<file path="src/pkg/dout_defines.svh">
// constants for the output control word block
`ifndef DOUT_DEFINES_SVH
`define DOUT_DEFINES_SVH

// ====================================================================
// word location and reset value
`define OCW_INDEX 16'h2522
`define OCW_RESET 16'h0000
`define OCW_ZERO_DATA 16'h0000

// ====================================================================
// field positions
`define OCW_LINE_LSB 0
`define OCW_LINE_MSB 2
`define OCW_LINE_CNT 3

// ====================================================================
// assignment parameter value that hands a line to the word
`define ASSIGN_FOLLOW_WORD 4'h0
`define LINES_OFF 3'h0

`endif

</file>
<file path="src/pkg/dout_pkg.sv">
// types shared by the output control word block
package dout_pkg;

	// ====================================================================
	// data types
	typedef logic [15:0] ctrl_word_t;
	typedef logic [15:0] obj_index_t;
	typedef logic [3:0] assign_param_t;
	typedef logic [2:0] line_vec_t;

endpackage

</file>
<file path="src/pkg/dout_if.sv">
// link between the word register and the line selector
`timescale 1ns/1ps
`default_nettype none

interface dout_if;
	import dout_pkg::*;

	// ====================================================================
	// carried signals
	line_vec_t word_bits; // low three bits of the control word
	line_vec_t alt_lines; // lines from their other assigned functions
	logic follow; // lines follow the word
	line_vec_t lines; // registered line levels

	modport ctl (output word_bits, output alt_lines, output follow, input lines);
	modport sel (input word_bits, input alt_lines, input follow, output lines);

endinterface

`default_nettype wire

</file>
<file path="src/core/drive_digital_output_word.sv">
// output control word register and switched output lines
`timescale 1ns/1ps
`default_nettype none

`include "dout_defines.svh"

module drive_digital_output_word
	import dout_pkg::*;
(
	input wire logic CORE_CLK_I, // core clock, 200 MHz
	input wire logic SYS_RST_I, // async reset, active high
	input wire logic RPD_WR_I, // receive process data write strobe
	input wire obj_index_t RPD_INDEX_I, // object index of the write
	input wire ctrl_word_t RPD_DATA_I, // write data
	input wire logic RD_REQ_I, // read request strobe
	input wire obj_index_t RD_INDEX_I, // object index of the read
	output logic RD_VALID_O, // read answer pulse
	output logic RD_ERR_O, // read hit no object
	output ctrl_word_t RD_DATA_O, // read answer data
	output logic WR_ERR_O, // write hit no object
	input wire assign_param_t OUTPUT_ASSIGN_PARAM_A_I, // assignment parameter a
	input wire assign_param_t OUTPUT_ASSIGN_PARAM_B_I, // assignment parameter b
	input wire assign_param_t OUTPUT_ASSIGN_PARAM_C_I, // assignment parameter c
	input wire line_vec_t ALT_LINE_I, // lines from other functions
	output logic OUTPUTS_FROM_WORD_O, // word selected; lines take the word bits from the next edge
	output logic SWITCHED_OUTPUT_LINE_1_O, // switched output line 1
	output logic SWITCHED_OUTPUT_LINE_2_O, // switched output line 2
	output logic SWITCHED_OUTPUT_LINE_3_O // switched output line 3
);

	// ====================================================================
	// object decode, used by write and read paths
	// one shared decoder keeps both paths agreeing on the mapped index
	function automatic logic hits_word(input obj_index_t idx);
		hits_word = (idx == `OCW_INDEX);
	endfunction

	ctrl_word_t word_r;
	ctrl_word_t word_nxt;
	logic rd_valid_r;
	logic rd_valid_nxt;
	logic rd_err_r;
	logic rd_err_nxt;
	ctrl_word_t rd_data_r;
	ctrl_word_t rd_data_nxt;
	logic wr_err_r;
	logic wr_err_nxt;
	logic wr_hit;
	logic rd_hit;
	logic follow;
	line_vec_t pins;

	dout_if link ();

	assign wr_hit = hits_word(RPD_INDEX_I);
	assign rd_hit = hits_word(RD_INDEX_I);

	// ====================================================================
	// word storage: all 16 bits kept for read back
	// the host reads back exactly what it wrote, though only three bits reach a pin
	always_comb
	begin
		word_nxt = word_r;
		wr_err_nxt = 1'b0;
		if (RPD_WR_I)
		begin
			if (wr_hit)
				word_nxt = RPD_DATA_I;
			else
				wr_err_nxt = 1'b1;
		end
	end

	// word and write error flops
	always_ff @(posedge CORE_CLK_I or posedge SYS_RST_I)
	begin
		if (SYS_RST_I)
		begin
			word_r <= `OCW_RESET;
			wr_err_r <= 1'b0;
		end
		else
		begin
			word_r <= word_nxt;
			wr_err_r <= wr_err_nxt;
		end
	end

	// ====================================================================
	// read path: answer one cycle after the request
	// registered answer: a read beside a write in one cycle sees the old word
	always_comb
	begin
		rd_valid_nxt = RD_REQ_I;
		rd_err_nxt = RD_REQ_I && !rd_hit;
		rd_data_nxt = `OCW_ZERO_DATA;
		if (RD_REQ_I && rd_hit)
			rd_data_nxt = word_r;
	end

	// read answer flops
	always_ff @(posedge CORE_CLK_I or posedge SYS_RST_I)
	begin
		if (SYS_RST_I)
		begin
			rd_valid_r <= 1'b0;
			rd_err_r <= 1'b0;
			rd_data_r <= `OCW_ZERO_DATA;
		end
		else
		begin
			rd_valid_r <= rd_valid_nxt;
			rd_err_r <= rd_err_nxt;
			rd_data_r <= rd_data_nxt;
		end
	end

	// ====================================================================
	// line selection: only bits 2..0 go on to the line selector; the read path carries all 16
	// any nonzero parameter hands all three lines back, all or nothing
	always_comb
	begin
		follow = (OUTPUT_ASSIGN_PARAM_A_I == `ASSIGN_FOLLOW_WORD)
			&& (OUTPUT_ASSIGN_PARAM_B_I == `ASSIGN_FOLLOW_WORD)
			&& (OUTPUT_ASSIGN_PARAM_C_I == `ASSIGN_FOLLOW_WORD);
	end

	assign link.word_bits = word_r[`OCW_LINE_MSB:`OCW_LINE_LSB];
	assign link.alt_lines = ALT_LINE_I;
	assign link.follow = follow;

	line_select u_line_select (
		.clk_i(CORE_CLK_I),
		.rst_i(SYS_RST_I),
		.link(link)
	);

	// ====================================================================
	// outputs
	assign RD_VALID_O = rd_valid_r;
	assign RD_ERR_O = rd_err_r;
	assign RD_DATA_O = rd_data_r;
	assign WR_ERR_O = wr_err_r;
	assign OUTPUTS_FROM_WORD_O = follow;
	assign SWITCHED_OUTPUT_LINE_1_O = link.lines[0];
	assign SWITCHED_OUTPUT_LINE_2_O = link.lines[1];
	assign SWITCHED_OUTPUT_LINE_3_O = link.lines[2];

	// pin levels gathered for the checks, line 1 in bit 0
	assign pins = {SWITCHED_OUTPUT_LINE_3_O, SWITCHED_OUTPUT_LINE_2_O,
		SWITCHED_OUTPUT_LINE_1_O};

	// ====================================================================
	// checks
	// every check is off while reset stands; reset values are checked
	// on the first edge after release
	a_write_stores: assert property (@(posedge CORE_CLK_I) disable iff (SYS_RST_I)
		RPD_WR_I && wr_hit |=> word_r == $past(RPD_DATA_I))
		else $error("written word not stored");

	a_stray_write_kept: assert property (@(posedge CORE_CLK_I) disable iff (SYS_RST_I)
		RPD_WR_I && !wr_hit |=> $stable(word_r) && WR_ERR_O)
		else $error("write to other object changed the word");

	a_read_back: assert property (@(posedge CORE_CLK_I) disable iff (SYS_RST_I)
		RD_REQ_I && rd_hit |=> RD_VALID_O && !RD_ERR_O && RD_DATA_O == $past(word_r))
		else $error("read back differs from stored word");

	a_stray_read: assert property (@(posedge CORE_CLK_I) disable iff (SYS_RST_I)
		RD_REQ_I && !rd_hit |=> RD_VALID_O && RD_ERR_O && RD_DATA_O == `OCW_ZERO_DATA)
		else $error("unmapped read not flagged");

	a_high_ignored: assert property (@(posedge CORE_CLK_I) disable iff (SYS_RST_I)
		(RPD_WR_I && wr_hit && follow
			&& RPD_DATA_I[`OCW_LINE_MSB:`OCW_LINE_LSB] == word_r[`OCW_LINE_MSB:`OCW_LINE_LSB])
			##1 follow
		|=> $stable(link.lines))
		else $error("upper word bits moved an output line");

	a_reset_off: assert property (@(posedge CORE_CLK_I) disable iff (SYS_RST_I)
		$fell(SYS_RST_I) |-> word_r == `OCW_RESET && link.lines == `LINES_OFF)
		else $error("word or lines not cleared by reset");

	// pins carry the word's low bits, line 1 from bit 0
	a_lines_at_pins: assert property (@(posedge CORE_CLK_I) disable iff (SYS_RST_I)
		follow |=> pins == $past(word_r[`OCW_LINE_MSB:`OCW_LINE_LSB]))
		else $error("pin levels differ from the word bits");

	// pins carry the other functions while the word is not selected
	a_alt_at_pins: assert property (@(posedge CORE_CLK_I) disable iff (SYS_RST_I)
		!follow |=> pins == $past(ALT_LINE_I))
		else $error("pin levels differ from their other functions");

	// upper and reserved bits never move a pin
	a_upper_bits_inert: assert property (@(posedge CORE_CLK_I) disable iff (SYS_RST_I)
		follow && $past(follow)
		&& $stable(word_r[`OCW_LINE_MSB:`OCW_LINE_LSB]) |=> $stable(pins))
		else $error("a pin moved while the low word bits held");

	// the write error flag only answers an unmapped write
	a_wr_err_cause: assert property (@(posedge CORE_CLK_I) disable iff (SYS_RST_I)
		!(RPD_WR_I && !wr_hit) |=> !WR_ERR_O)
		else $error("write error without an unmapped write");

	// the word only changes on a mapped write
	a_word_holds: assert property (@(posedge CORE_CLK_I) disable iff (SYS_RST_I)
		!(RPD_WR_I && wr_hit) |=> $stable(word_r))
		else $error("word changed without a mapped write");

	// no answer and zero data without a request
	a_read_idle: assert property (@(posedge CORE_CLK_I) disable iff (SYS_RST_I)
		!RD_REQ_I |=> !RD_VALID_O && !RD_ERR_O && RD_DATA_O == `OCW_ZERO_DATA)
		else $error("read answer without a request");

	// an error answer is a valid answer with zero data
	a_err_data_zero: assert property (@(posedge CORE_CLK_I) disable iff (SYS_RST_I)
		RD_ERR_O |-> RD_VALID_O && RD_DATA_O == `OCW_ZERO_DATA)
		else $error("read error answer carries data");

	// pins themselves are off right after reset
	a_reset_pins: assert property (@(posedge CORE_CLK_I) disable iff (SYS_RST_I)
		$fell(SYS_RST_I) |-> pins == `LINES_OFF)
		else $error("pins not off after reset");

endmodule

`default_nettype wire

</file>
<file path="src/core/line_select.sv">
// registered selector for the three switched output lines
`timescale 1ns/1ps
`default_nettype none

`include "dout_defines.svh"

module line_select
	import dout_pkg::*;
(
	input wire logic clk_i, // core clock
	input wire logic rst_i, // async reset, active high
	dout_if.sel link // word bits, alternates, select
);

	line_vec_t line_r;
	line_vec_t line_nxt;

	// ====================================================================
	// per-line choice between word bit and other function
	genvar g;
	generate
		for (g = 0; g < `OCW_LINE_CNT; g = g + 1)
		begin : gen_line
			always_comb
			begin
				line_nxt[g] = link.follow ? link.word_bits[g] : link.alt_lines[g];
			end
		end
	endgenerate

	// line flops, off from reset
	always_ff @(posedge clk_i or posedge rst_i)
	begin
		if (rst_i)
			line_r <= `LINES_OFF;
		else
			line_r <= line_nxt;
	end

	assign link.lines = line_r;

	// ====================================================================
	// checks
	a_line_follow: assert property (@(posedge clk_i) disable iff (rst_i)
		link.follow |=> line_r == $past(link.word_bits))
		else $error("line does not follow its word bit");

	a_line_alt: assert property (@(posedge clk_i) disable iff (rst_i)
		!link.follow |=> line_r == $past(link.alt_lines))
		else $error("line left its other function while word not selected");

endmodule

`default_nettype wire

</file>
<file path="config.mk">
export PLATFORM = sky130hd
export DESIGN_NAME = drive_digital_output_word
export DESIGN_NICKNAME = d
export VERILOG_FILES = /design/src/pkg/dout_pkg.sv /design/src/pkg/dout_if.sv /design/src/core/drive_digital_output_word.sv /design/src/core/line_select.sv
export VERILOG_INCLUDE_DIRS = /design/src /design/src/pkg
export SDC_FILE = /design/constraint.sdc
export NUM_CORES = 1
export LEC_CHECK = 0
export BUFFER_PORTS_ARGS = -buffer_cell sky130_fd_sc_hd__buf_4
export CORE_AREA = 2 2 66 68
export DETAILED_ROUTE_END_ITERATION = 8
export DIE_AREA = 0 0 68 70
export PLACE_DENSITY = 0.81
export SLEW_MARGIN = 20
export SYNTH_ARGS = -nofsm -noshare
export SYNTH_HDL_FRONTEND = slang
export SYNTH_SLANG_ARGS = --single-unit
</file>
<file path="constraint.sdc">
create_clock -name CORE_CLK_I -period 1 [get_ports CORE_CLK_I]
set_input_delay 0.15 -clock CORE_CLK_I [delete_from_list [all_inputs] [get_ports CORE_CLK_I]]
set_output_delay 0.15 -clock CORE_CLK_I [all_outputs]
set_load 0.05 [all_outputs]
</file>
==> flow_metrics.env, run 1 <==
export IMPL_holdCritPathClass="input port to register"
export IMPL_wl_met2_mm=1.82
export IMPL_synth_fp_nets=163
export IMPL_hpwl_mm=2.55
export IMPL_wl_met3_um=297
export IMPL_drive_above_1_share_pct=69.0
export IMPL_die_y_um=70
export IMPL_clock_path_buffers=2
export IMPL_slowest_stage="and4_4"
export IMPL_synth_top_area_share_pct=63.9
export IMPL_ios=90
export IMPL_syn2layout_area_growth_pct=77.6
export IMPL_setup_violations=17
export IMPL_skew_ps=4.37
export IMPL_postRouteAntennaNets=0
export IMPL_clockRootBuffer="clkbuf_8"
export IMPL_max_slew_margin_pct=83.5
export IMPL_worstSkewPairLatency_ps=290
export IMPL_initial_utilization_pct=35.9
export IMPL_regToRegSetupSlack_ps=230
export IMPL_drc=0
export IMPL_critPathRequiredTime_ps=1180
export IMPL_wl_per_cell_um=14.1
export IMPL_fill_cells=290
export IMPL_wl_met1_mm=1.33
export IMPL_synth_seq_cells=38
export IMPL_critPathKind="input port to register"
export IMPL_netlist_instances=96
export IMPL_power_mw=3.21
export IMPL_dieArea_sq_um=4760
export IMPL_yosysWarnings=0
export IMPL_fp_dieW_um=68
export IMPL_drtIter0Drc=46
export IMPL_timing_final_crit_share_pct=109
export IMPL_finalWorstSetupSlack_ps=-93.0
export IMPL_viasPerCell=4.50
export IMPL_synth_seq_area_share_pct=63.9
export IMPL_synth_top_area_cell="dfrtp_1"
export IMPL_clk_pin_slew_ps=70
export IMPL_syn_area_per_cell_sq_um=15.5
export IMPL_vias=1121
export IMPL_num_antenna_cells=0
export IMPL_critical_path_max_stage_delay_ps=340
export IMPL_synth_distinct_cells=17
export IMPL_grt_pass1_vias=1117
export IMPL_cap_violations=0
export IMPL_ff_latch_area_sq_um=951
export IMPL_gp_congestion=0.678
export IMPL_final_cell_mix="buf_4, dfrtp_1, buf_6"
export IMPL_finish_utilization_pct=63.8
export IMPL_h_tree_depth=2
export IMPL_finalWirelength_mm=3.52
export IMPL_critical_path_arrival_ps=1270
export IMPL_violations="setup timing"
export IMPL_crit_chain="buf_6 > nor4b_4 > and4_4 > nand2_8 > mux2_4"
export IMPL_end_kind="register"
export IMPL_slew_viol_final=0
export IMPL_hold_viol=0
export IMPL_start_kind="input port"
export IMPL_worst_slew_pin_slew_ps=245
export IMPL_grt_max_degree=39
export IMPL_io_buffers=89
export IMPL_layout_nets=263
export IMPL_grt_pass1_wl_mm=5.23
export IMPL_cts_buffers=5
export IMPL_leakagePower_nw=1.34
export IMPL_finalSetupTns_ps=-1160
export IMPL_vdd_drop_max_mv=0.569
export IMPL_status="finished, violations left"
export IMPL_grt_overflow=0
export IMPL_multi_input_area_sq_um=653
export IMPL_synth_area_sq_um=1490
export IMPL_grt_use_total_pct=15.2
export IMPL_power_density_nw_per_um2=1210
export IMPL_grt_antenna_before_repair=0
export IMPL_highest_layer="met4"
export IMPL_fmax_mhz=915
export IMPL_cts_tree="done"
export IMPL_core_area_sq_um=4140
export IMPL_rsz0062_at_grt="yes"
export IMPL_dr_pass1_iters=4
export IMPL_cts_sinks=38
export IMPL_mostFrequentLayoutCell="buf_4"
export IMPL_fin_crit_ps=1090
export IMPL_synth_area_leaders="dfrtp_1, mux2_4, and2_1"
export IMPL_crit_path_max_fanout=8
export IMPL_row_count=24
==> final timing paths <==
path / cells after the start / startpoint / to
worst max-delay path: 5 / RPD_INDEX_I[11] / word_r[8]
worst min-delay path: 2 / RPD_DATA_I[15] / word_r[15]
worst max register to register: 1 / word_r[5] / word_r[5]
worst min register to register: 1 / word_r[8] / RD_DATA_O[8]
max in group asynchronous: 4 / SYS_RST_I / RD_DATA_O[7]
min in group asynchronous: 4 / SYS_RST_I / word_r[13]
==> flip-flops by register name (all words and copies together) (netlist names) <==
name                      cells
RD_VALID_O                    1
RD_ERR_O                      1
WR_ERR_O                      1
u_line_select.link.lines      3
word_r                       16
RD_DATA_O                    16
==> cell families after synthesis <==
family	count (synthesis)	share of synthesized area, %
DFF	38	63.9
muxes	19	16.9
and+or+nand+nor	34	17.5
buffers and inverters	5	1.76
==> synthesized netlist by cell type (all sizes together) <==
cell and number:
nor2 1, inv 3, nand2 1, nor4 3, nor2b 1, clkbuf 1
and4 1, mux2 19, nor4bb 2, buf 1, nor4b 6, dfrtp 38
nand4 1, and2 17, nand3 1
==> critical path: cells and delay by family <==
family        cells  cell delay, ps
simple gates      3             710
buf+inv           1             100
mux               1             310
==> power by group <==
group	internal (mW)	switching, mW
clock	0.733	0.513
sequential	1.55	0.00549
combinational	0.247	0.165
==> per-stage QoR <==
stage	setup slack (ps)	cell area (sq um)	cells	hold WS (ps)
finish	-93.0	2650	249	86.9
global route	-149	2650	249	78.7
CTS	-94.9	2540	249	88.0
detailed placement	-458	2300	237	211
global placement	-421	2300	237	207
floorplan	-291	1550	96	116
==> layer usage <==
layer  GRT usage (%)  vias up
met5               0        -
met2            23.5       45
met3            4.19        7
met4            8.00        0
met1            18.9      537
li1                -      532
==> cell type report <==
class / instances / area share (%)
flip-flops and latches: 38 / 36.0
inverters: 3 / 0.710
clock buffers: 5 / 2.60
repair buffers: 94 / 32.1
clock inverters: 3 / 1.51
multi-input cells: 54 / 24.7
well taps: 52 / 2.46
==> timing repair <==
action                                  in CTS  in global routing
setup buffers                                1                  0
hold endpoints to repair                    39                  0
endpoints found under the setup margin      18                 39
cloned                                       1                  0
hold buffers                                 2                  0
pin swaps                                    7                 10
resized for setup                           15                 25
Power figures use the tool's default switching activity.
==> run 2: changes to the inputs <==
==> constraint.sdc (replaced) <==
create_clock -name CORE_CLK_I -period 1 [get_ports CORE_CLK_I]
set_input_delay 0.15 -clock CORE_CLK_I [delete_from_list [all_inputs] [get_ports CORE_CLK_I]]
set_output_delay 0.15 -clock CORE_CLK_I [all_outputs]
set_load 0.02 [all_outputs]
==> run 2 against run 1 <==
  * The run still ends with setup timing left
  * Sequential power barely moved
  * Flip-flop and latch count did not move
  * First-iteration DRC count fell by 15%
  * Non-clock buffer count rose by 2
  * Worst setup slack got worse by 22 ps
  * Highest routed layer unchanged
==> flow_metrics.env, run 2 (synthesized netlist as in run 1, its figures left out) <==
export IMPL_viasPerCell=4.48
export IMPL_core_area_sq_um=4140
export IMPL_finalWorstSetupSlack_ps=-115
export IMPL_die_y_um=70
export IMPL_drc=0
export IMPL_clockPowerShare_pct=32.9
export IMPL_dr_pass1_iters=4
export IMPL_postRouteAntennaNets=0
export IMPL_hold_end="word_r[13]"
export IMPL_h_tree_depth=2
export IMPL_drtIter0Drc=39
export IMPL_crit_chain="buf_4 > nor4b_2 > and4_4 > nand2_8 > mux2_4"
export IMPL_fin_crit_ps=1120
export IMPL_grt_pass1_vias=1199
export IMPL_cp_top_family="simple AND/OR/NAND/NOR gates"
export IMPL_num_antenna_cells=0
export IMPL_swShare_pct=21.2
export IMPL_hpwl_mm=2.69
export IMPL_end_kind="register"
export IMPL_dieArea_sq_um=4760
export IMPL_grt_pass1_wl_mm=5.26
export IMPL_finalWirelength_mm=3.59
export IMPL_critical_path_arrival_ps=1270
export IMPL_syn2layout_area_growth_pct=68.2
export IMPL_fmax_mhz=897
export IMPL_worstSkewPairLatency_ps=280
export IMPL_drive_above_1_share_pct=67.7
export IMPL_status="finished, violations left"
export IMPL_violations="setup timing"
export IMPL_power_density_nw_per_um2=1140
export IMPL_grt_max_degree=39
export IMPL_rsz0062_at_grt="yes"
export IMPL_hold_start="RPD_DATA_I[13]"
export IMPL_critPathRequiredTime_ps=1160
export IMPL_io_buffers=89
export IMPL_power_frac_comb_pct=12.7
export IMPL_post_place_cells=238
export IMPL_grt_antenna_before_repair=0
export IMPL_seqPwrFrac_pct=54.4
export IMPL_cts_buffers=5
export IMPL_slew_viol_final=0
export IMPL_finish_utilization_pct=60.4
export IMPL_min_path_cells=2
export IMPL_holdCritPathClass="input port to register"
export IMPL_crit_cells=5
export IMPL_fp_dieW_um=68
export IMPL_hold_viol=0
export IMPL_cts_tree="done"
export IMPL_mostFrequentLayoutCell="buf_4"
export IMPL_vias=1119
export IMPL_path_buf_inv=1
export IMPL_cap_violations=0
export IMPL_timing_final_crit_share_pct=112
export IMPL_crit_path_max_fanout=8
export IMPL_grt_use_total_pct=15.2
export IMPL_internal_power_mw=2.25
export IMPL_clock_path_buffers=2
export IMPL_slowest_stage="and4_4"
export IMPL_switching_power_mw=0.605
export IMPL_fin_cells=250
export IMPL_initial_utilization_pct=35.9
export IMPL_max_slew_margin_pct=85.2
export IMPL_worst_slew_pin_slew_ps=219
export IMPL_skew_ps=4.63
export IMPL_leakagePower_nw=1.31
export IMPL_final_cell_mix="buf_4, dfrtp_1, and2_1"
export IMPL_layout_nets=265
export IMPL_critPathKind="input port to register"
export IMPL_cts_sinks=38
export IMPL_gp_congestion=0.684
export IMPL_dp_slack_ps=-496
export IMPL_reg2reg_depth=1
export IMPL_r2r_start="word_r[1]"
export IMPL_row_count=24
export IMPL_clockRootBuffer="clkbuf_8"
export IMPL_regToRegSetupSlack_ps=220
export IMPL_vdd_drop_max_mv=0.962
export IMPL_grt_overflow=0
export IMPL_regToRegEndpoint="word_r[1]"
export IMPL_critical_path_max_stage_delay_ps=340
export IMPL_wl_per_cell_um=14.4
export IMPL_start_kind="input port"
export IMPL_setup_violations=16
export IMPL_ios=90
export IMPL_clk_pin_slew_ps=70
-- run 2: stage by stage --
stage	setup TNS (ps)	cell area, sq um	hold slack (ps)	total power, mW
3_3_place_gp	-11290	2270	209	1.89
6_report	-1400	2500	97.8	2.85
5_1_grt	-1500	2500	81.1	3.00
2_1_floorplan	-4340	1520	116	1.65
3_5_place_dp	-11960	2270	216	1.90
4_1_cts	-1440	2440	93.1	2.87
-- run 2: power groups by stage --
| stage | registers, mW | clock network, mW | logic (mW) |
|---|---|---|---|
| 6_report | 1.55 | 0.938 | 0.363 |
| 4_1_cts | 1.55 | 0.973 | 0.345 |
| 3_3_place_gp | 1.58 | 0 | 0.311 |
| 3_5_place_dp | 1.58 | 0 | 0.320 |
| 5_1_grt | 1.55 | 1.05 | 0.389 |
| 2_1_floorplan | 1.60 | 0 | 0.0515 |
-- run 2: area by class of cell --
cell class	instances	area, sq um
fill	338	1640
sequential	38	951
timing repair buffer	96	779
multi-input combinational	54	616
clock buffer	5	68.8
tap	52	65.1
inverter	3	15.0
clock inverter	2	10.0
-- run 2: worst max path at each step --
stage | start | to | slack [ps]
after floorplan | RPD_INDEX_I[15] | word_r[10] | -290
after detailed placement | RPD_INDEX_I[0] | word_r[6] | -500
after CTS | RPD_INDEX_I[6] | word_r[8] | -110
after global routing | RPD_INDEX_I[3] | word_r[8] | -120
after global placement | RPD_INDEX_I[2] | word_r[8] | -450
final | RPD_INDEX_I[4] | word_r[6] | -120
-- run 2: metal layers --
| metal | vias to the layer above | global-route usage, % | routed length, um | part of all wire (%) |
|---|---|---|---|---|
| li1 | 534 | - | - | - |
| met5 | - | 0 | 0 | 0 |
| met1 | 541 | 14.6 | 1120 | 31 |
| met3 | 4 | 4.67 | 244 | 6.8 |
| met4 | 0 | 5.11 | 44 | 1.2 |
| met2 | 40 | 29.1 | 2180 | 61 |
-- run 2: what timing repair did --
item / in CTS / in global routing
buffers inserted: 1 / 1
hold buffers: 2 / 0
gates cloned: 1 / 0
gates resized for setup: 10 / 10
pin swaps: 8 / 10
hold endpoints to repair: 39 / 0
setup endpoints to repair: 17 / 35
